<file path="config.mk">
export PLATFORM = sky130hd
export DESIGN_NAME = sow_overwrite
export DESIGN_NICKNAME = d
export VERILOG_FILES = /design/src/hdl/sow_overwrite.v
export VERILOG_INCLUDE_DIRS = /design/src /design/src/inc
export SDC_FILE = /design/constraint.sdc
export NUM_CORES = 1
export LEC_CHECK = 0
export ABC_CLOCK_PERIOD_IN_PS = 70800
export BUFFER_PORTS_ARGS = -buffer_cell sky130_fd_sc_hd__buf_2
export CELL_PAD_IN_SITES_DETAIL_PLACEMENT = 1
export CELL_PAD_IN_SITES_GLOBAL_PLACEMENT = 1
export CORE_MARGIN = 1.5
export CORE_UTILIZATION = 51
export DETAILED_ROUTE_END_ITERATION = 10
export PLACE_DENSITY = 0.87
export SYNTH_ARGS = -nofsm -noshare
export SYNTH_HDL_FRONTEND = slang
export SYNTH_SLANG_ARGS = --single-unit
</file>
<file path="constraint.sdc">
create_clock -name aclk -period 70.8 [get_ports aclk]
set_clock_uncertainty 0.1 [all_clocks]
set_input_delay 14.16 -clock aclk [delete_from_list [all_inputs] [get_ports aclk]]
set_output_delay 14.16 -clock aclk [all_outputs]
set_load 0.005 [all_outputs]
</file>
<file path="src/inc/sow_defines.vh">
/*
 * Constants of the sanitize overwrite command block: register offsets,
 * command and feature codes, status and error bit positions, reset values.
 * Assumes it is included by bare name from the design file.
 */
`ifndef SOW_DEFINES_VH
`define SOW_DEFINES_VH

// Register byte offsets on the AXI4-Lite bus.
`define SOW_OFS_FEATURE 8'h00
`define SOW_OFS_SCOUNT 8'h04
`define SOW_OFS_SNUM 8'h08
`define SOW_OFS_CYLLO 8'h0c
`define SOW_OFS_CYLHI 8'h10
`define SOW_OFS_COMMAND 8'h14
`define SOW_OFS_COND 8'h18
`define SOW_OFS_ERRFLAGS 8'h1c
`define SOW_OFS_OUT_SCOUNT 8'h20
`define SOW_OFS_OUT_SNUM 8'h24
`define SOW_OFS_OUT_CYLLO 8'h28
`define SOW_OFS_IRQ_STAT 8'h2c
`define SOW_OFS_IRQ_MASK 8'h30
`define SOW_OFS_CTRL 8'h34

// Command and feature codes.
`define SOW_CMD_SANITIZE 8'hb4
`define SOW_FEAT_OVERWRITE 16'h0014
`define SOW_FEAT_FREEZE 16'h0020
`define SOW_FEAT_STATUS 16'h0000

// Sector count field positions of the overwrite request.
`define SOW_SC_INVERT 7
`define SOW_SC_FAILMODE 4
`define SOW_SC_COUNT_HI 3

// Sector count high byte returned by the device.
`define SOW_OSC_DONE 15
`define SOW_OSC_RUNNING 14
`define SOW_OSC_FROZEN 13

// Error flag and condition flag positions.
`define SOW_ERR_ABORT 2
`define SOW_COND_BUSY 7
`define SOW_COND_READY 6
`define SOW_COND_FAULT 5
`define SOW_COND_SEEK 4
`define SOW_COND_XFER 3
`define SOW_COND_ERR 0

// Error reason codes.
`define SOW_RSN_NONE 8'h00
`define SOW_RSN_UNSANITIZED 8'h01
`define SOW_RSN_BADFEAT 8'h02
`define SOW_RSN_FROZEN 8'h03

// Progress value outside a running operation.
`define SOW_PROGRESS_IDLE 16'hffff

// Interrupt status bit positions.
`define SOW_IRQ_CMD_DONE 0
`define SOW_IRQ_CMD_ABORT 1
`define SOW_IRQ_SAN_END 2

// Reset values.
`define SOW_RST_CTRL 32'h0000_0001
`define SOW_RST_MASK 3'h0

`endif

</file>
<file path="src/hdl/sow_overwrite.v">
/*
 * Sanitize overwrite command interpreter with an AXI4-Lite register file,
 * the sanitize state machine, a media write port and an interrupt output.
 * Assumes a single 20 MHz clock, media logic on the same clock, and a
 * non-volatile copy of the completion flag kept outside the block.
 */
// Our own choices: the register offsets and register access over AXI4-Lite.
// Functional notes
// - Command B4h with feature 0014h is decoded as the overwrite request.
// - Accept only if sanitize supported and state is idle, failed or succeeded.
// - Accepted overwrite writes the 32-bit pattern over every user sector.
// - Sector count bit 7 set inverts the pattern between passes.
// - Sector count bits 3:0 give the pass count; zero means sixteen.
// - Failure mode set lets a status query leave the failed state.
// - Failure mode clear: failed state aborts failure-mode-set requests until a failure-mode-clear request starts a new run.
// - Completion bit is one on success, zero on entering operation, kept over power-on.
// - Sector count bit 14 is set while an operation runs.
// - Sector count bit 13 is set while frozen.
// - Progress is a numerator over 65536, FFFFh when not running.
// - Abort bit is set if freeze-lock succeeded since the last power-on reset.
// - Abort when failed by a failure-mode-clear run and new request sets the bit.
// - Error reason byte: 00h, 01h unsanitized, 02h bad feature, 03h frozen.
// - After a successful overwrite, reads of the area are served without error.
// - Reset leaves the frozen state and returns to idle.
`timescale 1ns/1ns
`default_nettype none
`include "sow_defines.vh"

module sow_overwrite #(
   parameter LOG2_SECTORS = 4,
   parameter ADDR_W = 8
) (
   input wire aclk,
   input wire aresetn,
   input wire [ADDR_W-1:0] s_axi_awaddr,
   input wire s_axi_awvalid,
   output reg s_axi_awready,
   input wire [31:0] s_axi_wdata,
   input wire [3:0] s_axi_wstrb,
   input wire s_axi_wvalid,
   output reg s_axi_wready,
   output reg [1:0] s_axi_bresp,
   output reg s_axi_bvalid,
   input wire s_axi_bready,
   input wire [ADDR_W-1:0] s_axi_araddr,
   input wire s_axi_arvalid,
   output reg s_axi_arready,
   output reg [31:0] s_axi_rdata,
   output reg [1:0] s_axi_rresp,
   output reg s_axi_rvalid,
   input wire s_axi_rready,
   output reg media_wr_valid,
   output reg [LOG2_SECTORS-1:0] media_wr_sector,
   output reg [31:0] media_wr_data,
   input wire media_wr_ready,
   input wire media_wr_fail,
   output reg media_read_ok,
   input wire done_nv_in,
   output reg done_nv_out,
   output reg irq
);

   localparam ST_IDLE = 3'd0;
   localparam ST_FROZEN = 3'd1;
   localparam ST_RUNNING = 3'd2;
   localparam ST_FAILED = 3'd3;
   localparam ST_SUCCEEDED = 3'd4;
   localparam [LOG2_SECTORS-1:0] LAST_SECTOR = {LOG2_SECTORS{1'b1}};

   ////////////////////////////////////////////////////////////////////////////
   // Register storage.
   reg [15:0] feature_ff, scount_ff, snum_ff, cyllo_ff, cylhi_ff;
   reg [7:0] errflags_ff, cond_ff, reason_ff;
   reg [2:0] irq_stat_ff, irq_mask_ff, state_ff;
   reg [31:0] ctrl_ff, pattern_ff, wdata_ff;
   reg failmode_ff, freeze_seen_ff, done_ff, invert_ff, any_fail_ff, aw_hold_ff, w_hold_ff;
   reg [4:0] passes_ff, pass_idx_ff;
   reg [16:0] step_ff;
   reg [1:0] nv_sync_ff, nv_loaded_ff;
   reg [ADDR_W-1:0] awaddr_ff;
   reg [3:0] wstrb_ff;

   ////////////////////////////////////////////////////////////////////////////
   // Bus and command qualifiers.

   wire supported = ctrl_ff[0];
   wire wr_fire = aw_hold_ff && w_hold_ff && !s_axi_bvalid;
   wire rd_fire = s_axi_arvalid && s_axi_arready;
   wire [31:0] wmask = {{8{wstrb_ff[3]}}, {8{wstrb_ff[2]}}, {8{wstrb_ff[1]}},
      {8{wstrb_ff[0]}}};
   wire wr_cmd = wr_fire && awaddr_ff == `SOW_OFS_COMMAND && wstrb_ff[0];
   wire media_take = media_wr_valid && media_wr_ready;

   ////////////////////////////////////////////////////////////////////////////
   // Progress numerator over 65536 while running.
   wire [23:0] prog_full = pass_idx_ff * step_ff +
      ((media_wr_sector * step_ff) >> LOG2_SECTORS);
   wire [15:0] progress = (state_ff == ST_RUNNING) ? prog_full[15:0] :
      `SOW_PROGRESS_IDLE;

   // Query status byte returned in the high sector count byte.
   wire [15:0] out_scount = {done_ff, state_ff == ST_RUNNING,
      state_ff == ST_FROZEN, 13'h0000};
   wire err_shown = cond_ff[`SOW_COND_ERR];
   wire [15:0] out_snum = err_shown ? {8'h00, reason_ff} : {8'h00, progress[7:0]};
   wire [15:0] out_cyllo = err_shown ? 16'h0000 : {8'h00, progress[15:8]};

   ////////////////////////////////////////////////////////////////////////////
   // Command decode of a write to the command register.
   reg cmd_abort;
   reg [7:0] cmd_reason;
   reg cmd_start;
   reg cmd_freeze;
   reg cmd_query;
   always @* begin
      cmd_abort = 1'b0;
      cmd_reason = `SOW_RSN_NONE;
      cmd_start = 1'b0;
      cmd_freeze = 1'b0;
      cmd_query = 1'b0;
      if (wr_cmd) begin
         if (wdata_ff[7:0] != `SOW_CMD_SANITIZE || !supported) begin
            cmd_abort = 1'b1;
            cmd_reason = supported ? `SOW_RSN_NONE : `SOW_RSN_BADFEAT;
         end else if (feature_ff == `SOW_FEAT_OVERWRITE) begin
            if (state_ff == ST_FROZEN || freeze_seen_ff) begin
               cmd_abort = 1'b1;
               cmd_reason = `SOW_RSN_FROZEN;
            end else if (state_ff == ST_RUNNING) begin
               cmd_abort = 1'b1;
            end else if (state_ff == ST_FAILED && !failmode_ff &&
                  scount_ff[`SOW_SC_FAILMODE]) begin
               cmd_abort = 1'b1;
            end else begin
               cmd_start = 1'b1;
            end
         end else if (feature_ff == `SOW_FEAT_FREEZE) begin
            if (state_ff == ST_RUNNING) begin
               cmd_abort = 1'b1;
            end else begin
               cmd_freeze = 1'b1;
            end
         end else if (feature_ff == `SOW_FEAT_STATUS) begin
            cmd_query = 1'b1;
         end else begin
            cmd_abort = 1'b1;
            cmd_reason = `SOW_RSN_BADFEAT;
         end
      end
   end

   ////////////////////////////////////////////////////////////////////////////
   // Overwrite engine and sanitize state machine.
   wire last_write = media_wr_sector == LAST_SECTOR && pass_idx_ff + 5'd1 == passes_ff;
   wire [4:0] req_passes = (scount_ff[`SOW_SC_COUNT_HI:0] == 4'h0) ? 5'd16 :
      {1'b0, scount_ff[`SOW_SC_COUNT_HI:0]};
   wire [31:0] req_pattern = {snum_ff[15:8], cylhi_ff[7:0], cyllo_ff[7:0],
      snum_ff[7:0]};
   wire san_end = state_ff == ST_RUNNING && media_take && last_write;
   wire san_fail = any_fail_ff || media_wr_fail;

   always @(posedge aclk) begin
      if (!aresetn) begin
         state_ff <= ST_IDLE;
         failmode_ff <= 1'b0;
         freeze_seen_ff <= 1'b0;
         invert_ff <= 1'b0;
         passes_ff <= 5'd0;
         pass_idx_ff <= 5'd0;
         pattern_ff <= 32'h0000_0000;
         any_fail_ff <= 1'b0;
         step_ff <= 17'h00000;
         media_wr_valid <= 1'b0;
         media_wr_sector <= {LOG2_SECTORS{1'b0}};
         media_wr_data <= 32'h0000_0000;
         media_read_ok <= 1'b0;
         errflags_ff <= 8'h00;
         cond_ff <= 8'h00;
         reason_ff <= `SOW_RSN_NONE;
      end else begin
         cond_ff[`SOW_COND_READY] <= 1'b1;
         cond_ff[`SOW_COND_SEEK] <= 1'b1;
         if (cmd_start) begin
            state_ff <= ST_RUNNING;
            failmode_ff <= scount_ff[`SOW_SC_FAILMODE];
            invert_ff <= scount_ff[`SOW_SC_INVERT];
            passes_ff <= req_passes;
            step_ff <= 17'h10000 / req_passes;
            pass_idx_ff <= 5'd0;
            pattern_ff <= req_pattern;
            any_fail_ff <= 1'b0;
            media_wr_valid <= 1'b1;
            media_wr_sector <= {LOG2_SECTORS{1'b0}};
            media_wr_data <= req_pattern;
            media_read_ok <= 1'b0;
         end else if (state_ff == ST_RUNNING && media_take) begin
            any_fail_ff <= san_fail;
            if (last_write) begin
               media_wr_valid <= 1'b0;
               state_ff <= san_fail ? ST_FAILED : ST_SUCCEEDED;
               media_read_ok <= !san_fail;
            end else if (media_wr_sector == LAST_SECTOR) begin
               pass_idx_ff <= pass_idx_ff + 5'd1;
               media_wr_sector <= {LOG2_SECTORS{1'b0}};
               media_wr_data <= (invert_ff && !pass_idx_ff[0]) ? ~pattern_ff :
                  pattern_ff;
            end else begin
               media_wr_sector <= media_wr_sector + 1'b1;
            end
         end
         if (cmd_freeze) begin
            state_ff <= ST_FROZEN;
            freeze_seen_ff <= 1'b1;
         end
         if (cmd_query && state_ff == ST_FAILED && failmode_ff) begin
            state_ff <= ST_IDLE;
         end
         if (wr_cmd) begin
            errflags_ff[`SOW_ERR_ABORT] <= cmd_abort;
            cond_ff[`SOW_COND_ERR] <= cmd_abort;
            reason_ff <= cmd_reason;
         end else if (san_end && san_fail) begin
            cond_ff[`SOW_COND_ERR] <= 1'b1;
            errflags_ff[`SOW_ERR_ABORT] <= 1'b1;
            reason_ff <= `SOW_RSN_UNSANITIZED;
         end
      end
   end

   ////////////////////////////////////////////////////////////////////////////
   // Completion flag, restored from its non-volatile copy after reset.
   always @(posedge aclk) begin
      if (!aresetn) begin
         nv_sync_ff <= 2'b00;
         nv_loaded_ff <= 2'b00;
         done_ff <= 1'b0;
         done_nv_out <= 1'b0;
      end else begin
         nv_sync_ff <= {nv_sync_ff[0], done_nv_in};
         nv_loaded_ff <= nv_loaded_ff + {1'b0, ~&nv_loaded_ff};
         if (cmd_start) begin
            done_ff <= 1'b0;
         end else if (san_end && !san_fail) begin
            done_ff <= 1'b1;
         end else if (nv_loaded_ff == 2'd2) begin
            done_ff <= nv_sync_ff[1];
         end
         done_nv_out <= (&nv_loaded_ff) ? done_ff : nv_sync_ff[1];
      end
   end

   ////////////////////////////////////////////////////////////////////////////
   // AXI4-Lite write channel and writable registers.
   always @(posedge aclk) begin
      if (!aresetn) begin
         s_axi_awready <= 1'b1;
         s_axi_wready <= 1'b1;
         aw_hold_ff <= 1'b0;
         w_hold_ff <= 1'b0;
         awaddr_ff <= {ADDR_W{1'b0}};
         wdata_ff <= 32'h0000_0000;
         wstrb_ff <= 4'h0;
         s_axi_bvalid <= 1'b0;
         s_axi_bresp <= 2'b00;
         feature_ff <= 16'h0000;
         scount_ff <= 16'h0000;
         snum_ff <= 16'h0000;
         cyllo_ff <= 16'h0000;
         cylhi_ff <= 16'h0000;
         irq_mask_ff <= `SOW_RST_MASK;
         ctrl_ff <= `SOW_RST_CTRL;
      end else begin
         if (s_axi_awvalid && s_axi_awready) begin
            aw_hold_ff <= 1'b1;
            awaddr_ff <= s_axi_awaddr;
            s_axi_awready <= 1'b0;
         end
         if (s_axi_wvalid && s_axi_wready) begin
            w_hold_ff <= 1'b1;
            wdata_ff <= s_axi_wdata;
            wstrb_ff <= s_axi_wstrb;
            s_axi_wready <= 1'b0;
         end
         if (wr_fire) begin
            aw_hold_ff <= 1'b0;
            w_hold_ff <= 1'b0;
            s_axi_bvalid <= 1'b1;
            s_axi_bresp <= 2'b00;
            case (awaddr_ff)
               `SOW_OFS_FEATURE: feature_ff <= (feature_ff & ~wmask[15:0]) |
                  (wdata_ff[15:0] & wmask[15:0]);
               `SOW_OFS_SCOUNT: scount_ff <= (scount_ff & ~wmask[15:0]) |
                  (wdata_ff[15:0] & wmask[15:0]);
               `SOW_OFS_SNUM: snum_ff <= (snum_ff & ~wmask[15:0]) |
                  (wdata_ff[15:0] & wmask[15:0]);
               `SOW_OFS_CYLLO: cyllo_ff <= (cyllo_ff & ~wmask[15:0]) |
                  (wdata_ff[15:0] & wmask[15:0]);
               `SOW_OFS_CYLHI: cylhi_ff <= (cylhi_ff & ~wmask[15:0]) |
                  (wdata_ff[15:0] & wmask[15:0]);
               `SOW_OFS_IRQ_MASK: irq_mask_ff <= (irq_mask_ff & ~wmask[2:0]) |
                  (wdata_ff[2:0] & wmask[2:0]);
               `SOW_OFS_CTRL: ctrl_ff <= (ctrl_ff & ~wmask) | (wdata_ff & wmask &
                  32'h0000_0001);
               `SOW_OFS_COMMAND, `SOW_OFS_COND, `SOW_OFS_ERRFLAGS, `SOW_OFS_OUT_SCOUNT,
               `SOW_OFS_OUT_SNUM, `SOW_OFS_OUT_CYLLO, `SOW_OFS_IRQ_STAT: begin
               end
               default: s_axi_bresp <= 2'b10;
            endcase
         end
         if (s_axi_bvalid && s_axi_bready) begin
            s_axi_bvalid <= 1'b0;
            s_axi_awready <= 1'b1;
            s_axi_wready <= 1'b1;
         end
      end
   end

   ////////////////////////////////////////////////////////////////////////////
   // AXI4-Lite read channel.
   reg [31:0] rd_val;
   reg rd_bad;
   always @* begin
      rd_val = 32'h0000_0000;
      rd_bad = 1'b0;
      case (s_axi_araddr)
         `SOW_OFS_FEATURE: rd_val = {16'h0000, feature_ff};
         `SOW_OFS_SCOUNT: rd_val = {16'h0000, scount_ff};
         `SOW_OFS_SNUM: rd_val = {16'h0000, snum_ff};
         `SOW_OFS_CYLLO: rd_val = {16'h0000, cyllo_ff};
         `SOW_OFS_CYLHI: rd_val = {16'h0000, cylhi_ff};
         `SOW_OFS_COMMAND: rd_val = 32'h0000_0000;
         `SOW_OFS_COND: rd_val = {24'h000000, cond_ff};
         `SOW_OFS_ERRFLAGS: rd_val = {24'h000000, errflags_ff};
         `SOW_OFS_OUT_SCOUNT: rd_val = {16'h0000, out_scount};
         `SOW_OFS_OUT_SNUM: rd_val = {16'h0000, out_snum};
         `SOW_OFS_OUT_CYLLO: rd_val = {16'h0000, out_cyllo};
         `SOW_OFS_IRQ_STAT: rd_val = {29'h00000000, irq_stat_ff};
         `SOW_OFS_IRQ_MASK: rd_val = {29'h00000000, irq_mask_ff};
         `SOW_OFS_CTRL: rd_val = ctrl_ff;
         default: rd_bad = 1'b1;
      endcase
   end

   always @(posedge aclk) begin
      if (!aresetn) begin
         s_axi_arready <= 1'b1;
         s_axi_rvalid <= 1'b0;
         s_axi_rdata <= 32'h0000_0000;
         s_axi_rresp <= 2'b00;
      end else begin
         if (rd_fire) begin
            s_axi_arready <= 1'b0;
            s_axi_rvalid <= 1'b1;
            s_axi_rdata <= rd_val;
            s_axi_rresp <= rd_bad ? 2'b10 : 2'b00;
         end else if (s_axi_rvalid && s_axi_rready) begin
            s_axi_rvalid <= 1'b0;
            s_axi_arready <= 1'b1;
         end
      end
   end

   ////////////////////////////////////////////////////////////////////////////
   // Sticky interrupt status, cleared by reading it; a new event wins.
   wire rd_stat = rd_fire && s_axi_araddr == `SOW_OFS_IRQ_STAT;
   wire [2:0] irq_evt = {san_end, wr_cmd && cmd_abort, wr_cmd && !cmd_abort};
   always @(posedge aclk) begin
      if (!aresetn) begin
         irq_stat_ff <= 3'h0;
         irq <= 1'b0;
      end else begin
         irq_stat_ff <= (rd_stat ? 3'h0 : irq_stat_ff) | irq_evt;
         irq <= |(((rd_stat ? 3'h0 : irq_stat_ff) | irq_evt) & irq_mask_ff);
      end
   end

endmodule

`default_nettype wire

</file>
* Word level (Yosys, flattened, before mapping)
Cells that the tools add are included.
** Word-level totals
- Output and inout bits :: 81
- Flip-flop bits (word level) :: 310
** Cells by class
- Div/mod/pow operators :: 1
- Multiply operators :: 2
- $add $sub $neg :: 4
- Eq/ne operators :: 36
- Bitwise operators :: 25
- Reduce and logical (&&, ||, !) cells :: 68
- Multiplexer cells :: 65
** Operators by type and width (number)
- $pmux W32 S13 :: 1
- $mux W32 :: 5
- $and A16 B16 Y16 :: 6
- $eq A8 B6 Y1 const B :: 12
- $or A16 B16 Y16 :: 5
- $eq A8 B5 Y1 const B :: 8
- $not A32 Y32 :: 2
- $mux W8 :: 6
- $mux W1 :: 39
- $and A32 B32 Y32 :: 1
- $eq A8 B4 Y1 const B :: 4
- $or A32 B1 Y32 :: 1
- $reduce_or A14 Y1 :: 2
- $reduce_and A2 Y1 :: 12
- $logic_and A1 B1 Y1 :: 23
- $mul A4 B17 Y20 :: 1
- $mux W2 :: 9
- $div A17 B5 Y17 const A :: 1
- $mul A5 B17 Y16 :: 1
- $add A16 B16 Y16 :: 1
- $eq A16 B5 Y1 const B :: 1
- $eq A16 B6 Y1 const B :: 1
- $eq A8 B3 Y1 const B :: 2
- $logic_not A16 Y1 :: 1
- other kinds (30) :: 56

* Logic depth before layout (Yosys ltp)
- Word-level depth :: 14
- Mapped depth :: 161
- Gate-level depth less buffers :: 148

* Worst setup path before layout
OpenSTA, ideal clock, no wires.
- Path kind :: flip-flop to flip-flop
- Start point :: register (tool-made name)
- End point :: register step_ff[0]
- Setup slack :: 38.921 ns
- Library setup time :: 0.127 ns
- Required time :: 70.573 ns
- Stages on the path, launching flop included :: 158
- Path buffers :: 13
- Arrival :: 31.652 ns
- Path through :: dfxtp_1 -> clkbuf_1 -> inv_1 -> ha_1 -> buf_2 -> nor3b_2 -> inv_1 -> nand2_1 -> ha_1 -> o311a_1 -> or3_1 -> ha_1 -> a21o_1 -> nand2_1 -> mux2_2 -> ha_1 -> nor2b_1 -> o21a_1 -> [... 122 more ...] -> inv_1 -> o21bai_1 -> a21o_1 -> a21oi_1 -> and2_1 -> nand2_1 -> nor2_1 -> nor2_1 -> ha_1 -> a211oi_1 -> nor2b_1 -> o21ai_0 -> nand2b_1 -> a2111oi_2 -> o2111ai_1 -> a221oi_1 -> a31oi_1 -> or3_1
** RTL lines
- end signal: assignment :: RTL line sow_overwrite.v:188 : step_ff <= 17'h10000 / req_passes;
- end: declaration :: RTL line sow_overwrite.v:78 : reg [16:0] step_ff;

==> run_results.csv <==
group,metric,value,unit
outcome,run_status,"complete, no violations",
layout,final_cell_count_no_fill,3439,
global_routing,grt_pass1_vias,22860,
setup_path,worstPathMaxFanout,17,
synth,ys_ff_latch,302,
setup_path,cpPeakStageDelay,0.74,ns
synth,syn-cell-area,22370,sq um
clock_tree,h-tree-depth,2,
run,maxCapViolCount,0,
sta,setup_violations,0,
global_routing,met1_usage,39.31,%
sta,grt_setup_unrepaired,"false",
setup_path,end_kind,"flip-flop",
setup_path,crit_top_cell,"ha_1",
synth,synth_top_area_share,27.03,%
placed_design,place_congestion,0.8947,
drt,final_antenna_net_count,0,
synth,synth_seq_area_share,27.03,%
floorplan,core,43170,sq um
synth,synth_edf_count,0,
min_path,hp-class,"flip-flop to flip-flop",
layout,final_common_cell,"nand2_1",
synth,netlist_top_cells_area,"dfxtp_1, nand2_1, fa_1, ha_1, a21boi_0",
drt,routed_via_density,6.337,
pwr,ir_drop,0.00002922,V
placed_design,place_hpwl,54.72,mm
synth,async_flop_share,0,%
layout,nFillCells,5328,
drt,drt_first_pass_iters,6,
pwr,power,638.2,uW
synth,syn_area_per_cell,8.035,sq um
clock_tree,cts_setup_buffers,0,
placed_design,placedCellCount,3376,
clock_tree,clockBufferDepth,3,
drt,wl_per_cell,22.11,um
setup_path,cp.arrival,41.00,ns
layout,area_growth,9.452,%
floorplan,row_count,76,
clock_tree,root_buffer,"clkbuf_16",
sta,worst_slew_pin_slew,1.333,ns
sta,fmax,0.02459,GHz
sta,timing.final.crit_share,57.44,%
floorplan,die_w,212.4,um
global_routing,antenna_found_initial,6,
layout,layout-drive-gt1-share,9.709,%
clock_tree,cts_tree,"yes",
setup_path,cp_slowest_cell,"dfxtp_1",
global_routing,grt_pass1_wl,120.9,mm
placed_design,post_dp_cell_area,23350,sq um
setup_path,start_kind,"flip-flop",
clock_tree,clk_latency,0.55,ns
clock_tree,path_clk_slew,0.06,ns
synth,ys_warn_count,0,
placed_design,io_buffers,124,
drt,vias,21790,
drt,wl,76.04,mm
global_routing,busiest_layer,"met2",
clock_tree,cts_resized,0,
sta,setup_tns,0,ns
clock_tree,hold_buffers,0,
global_routing,track_usage,33.40,%
floorplan,die_h,212.4,um
floorplan,start_util,51.82,%
global_routing,met2_usage,59.88,%
global_routing,grt_overflow_total,0,
pwr,power.density,26.07,nW/um^2
setup_path,crit_type,"flip-flop to flip-flop",
sta,relSlewSlack,10.36,%
drt,remaining_drc_errors,0,
synth,synth-main-ff-cell,"dfxtp_1",
synth,synthCells,2784,
layout,final_cell_area,24480,sq um
floorplan,io_pins,143,
sta,fin_crit,40.67,ns
floorplan,die_area,45130,sq um
clock_tree,numCtsBuffers,34,
synth,ys_types,111,
setup_path,rrSetupSlack,30.13,ns
sta,finalHoldViolCount,0,
sta,report.final.slew_viol_count,0,
synth,yosysTopAreaCell,"dfxtp_1",
global_routing,use_met3,4.993,%
layout,final_nets,3067,
clock_tree,numClockSinks,302,
setup_path,cp.required,71.13,ns
pwr,leakage,10.36,nW
layout,layout_common_cells,"nand2_1, dfxtp_1, nor2_1, a21oi_1, buf_2",
drt,drt_iter0_markers,1497,
global_routing,grt_max_degree,94,
-- stage by stage --
step / util (%) / hold slack, ns / setup WS (ns)
after CTS: 56.71 / 0.3497 / 30.85
after detailed placement: 54.08 / 0.3362 / 31.05
after global routing: 56.71 / 0.3582 / 26.99
after floorplan: - / 0.3119 / 38.92
after global placement: 54.08 / 0.3272 / 32.31
final: 56.72 / 0.3398 / 30.13
-- synthesized netlist by cell type, types with 13 or more instances --
library cell and count:
a21oi_1 126, or2_2 13, a221oi_1 13, o211a_1 17
nand4_1 27, a21boi_0 116, a211oi_1 18, o211ai_1 17
dfxtp_1 302, nand2_1 492, nand3_1 62, mux2i_1 80
inv_1 109, xnor2_1 51, and2_1 93, o221ai_1 38
o21ai_0 96, nor2_1 159, a21o_1 44, ha_1 100
nor3_1 54, a31oi_1 22, clkbuf_1 114, o21a_1 37
fa_1 78, nor4_1 17, nor2b_1 90, buf_1 16
a22oi_1 49, and3_1 28, nand2b_1 40, xor2_1 30
-- layer usage --
layer	vias up	wire length (um)
li1	9946	-
met1	10920	30690
met2	703	38150
met3	217	4096
met4	8	3055
met5	-	46
-- critical path, delay by kind of cell, from the launching register on --
kind | cells | cell delay (ns)
multiplexers | 6 | 1.92
AND/OR/NAND/NOR | 55 | 14.92
adder cells (fa/ha/maj) | 17 | 5.81
AO/OA/AOI/OAI | 61 | 15.55
buffers and inverters | 5 | 1.47
flip-flops | 1 | 0.74
-- where the power goes --
part,internal [mW],switching [mW],total (mW)
clock,0.107,0.0763,0.183
combinational,0.0997,0.181,0.281
sequential,0.171,0.00261,0.174
-- final cells by class --
| class | count | area, sq um | share of cell area, % |
|---|---|---|---|
| repair buffers | 152 | 837.1 | 3.419 |
| flip-flops and latches | 302 | 6046 | 24.69 |
| well taps | 585 | 732.0 | 2.989 |
| clock buffers | 47 | 960.9 | 3.925 |
| multi-input cells | 2228 | 15320 | 62.58 |
| diodes | 1 | 2.502 | 0.01022 |
| clock inverters | 15 | 175.2 | 0.7154 |
| inverters | 109 | 409.1 | 1.671 |
-- final timing paths --
kind | start | endpoint | depth (start not counted)
worst max-delay path | flip-flop | step_ff[0]$_SDFFE_PN0P_ | 144
worst min-delay path | nv_sync_ff[0]$_SDFF_PN0_ | nv_sync_ff[1]$_SDFF_PN0_ | 1
worst max register to register | flip-flop | step_ff[0]$_SDFFE_PN0P_ | 144
worst min register to register | nv_sync_ff[0]$_SDFF_PN0_ | nv_sync_ff[1]$_SDFF_PN0_ | 1
-- cells by family (layout without fill, tap and decap cells) --
family                   count (synthesis)  count (layout)  synth area share, %
AND/OR/NAND/NOR                       1139            1139                24.58
AO/OA/AOI/OAI                          733             733                23.69
flip-flops                             302             302                27.03
buffers and inverters                  255             323                4.564
adder cells (fa/ha/maj)                179             179                12.62
multiplexers                            93              93                4.268
XOR/XNOR                                82              82                3.244
other                                    1               3              0.01676
(Power assumes the default switching activity.)
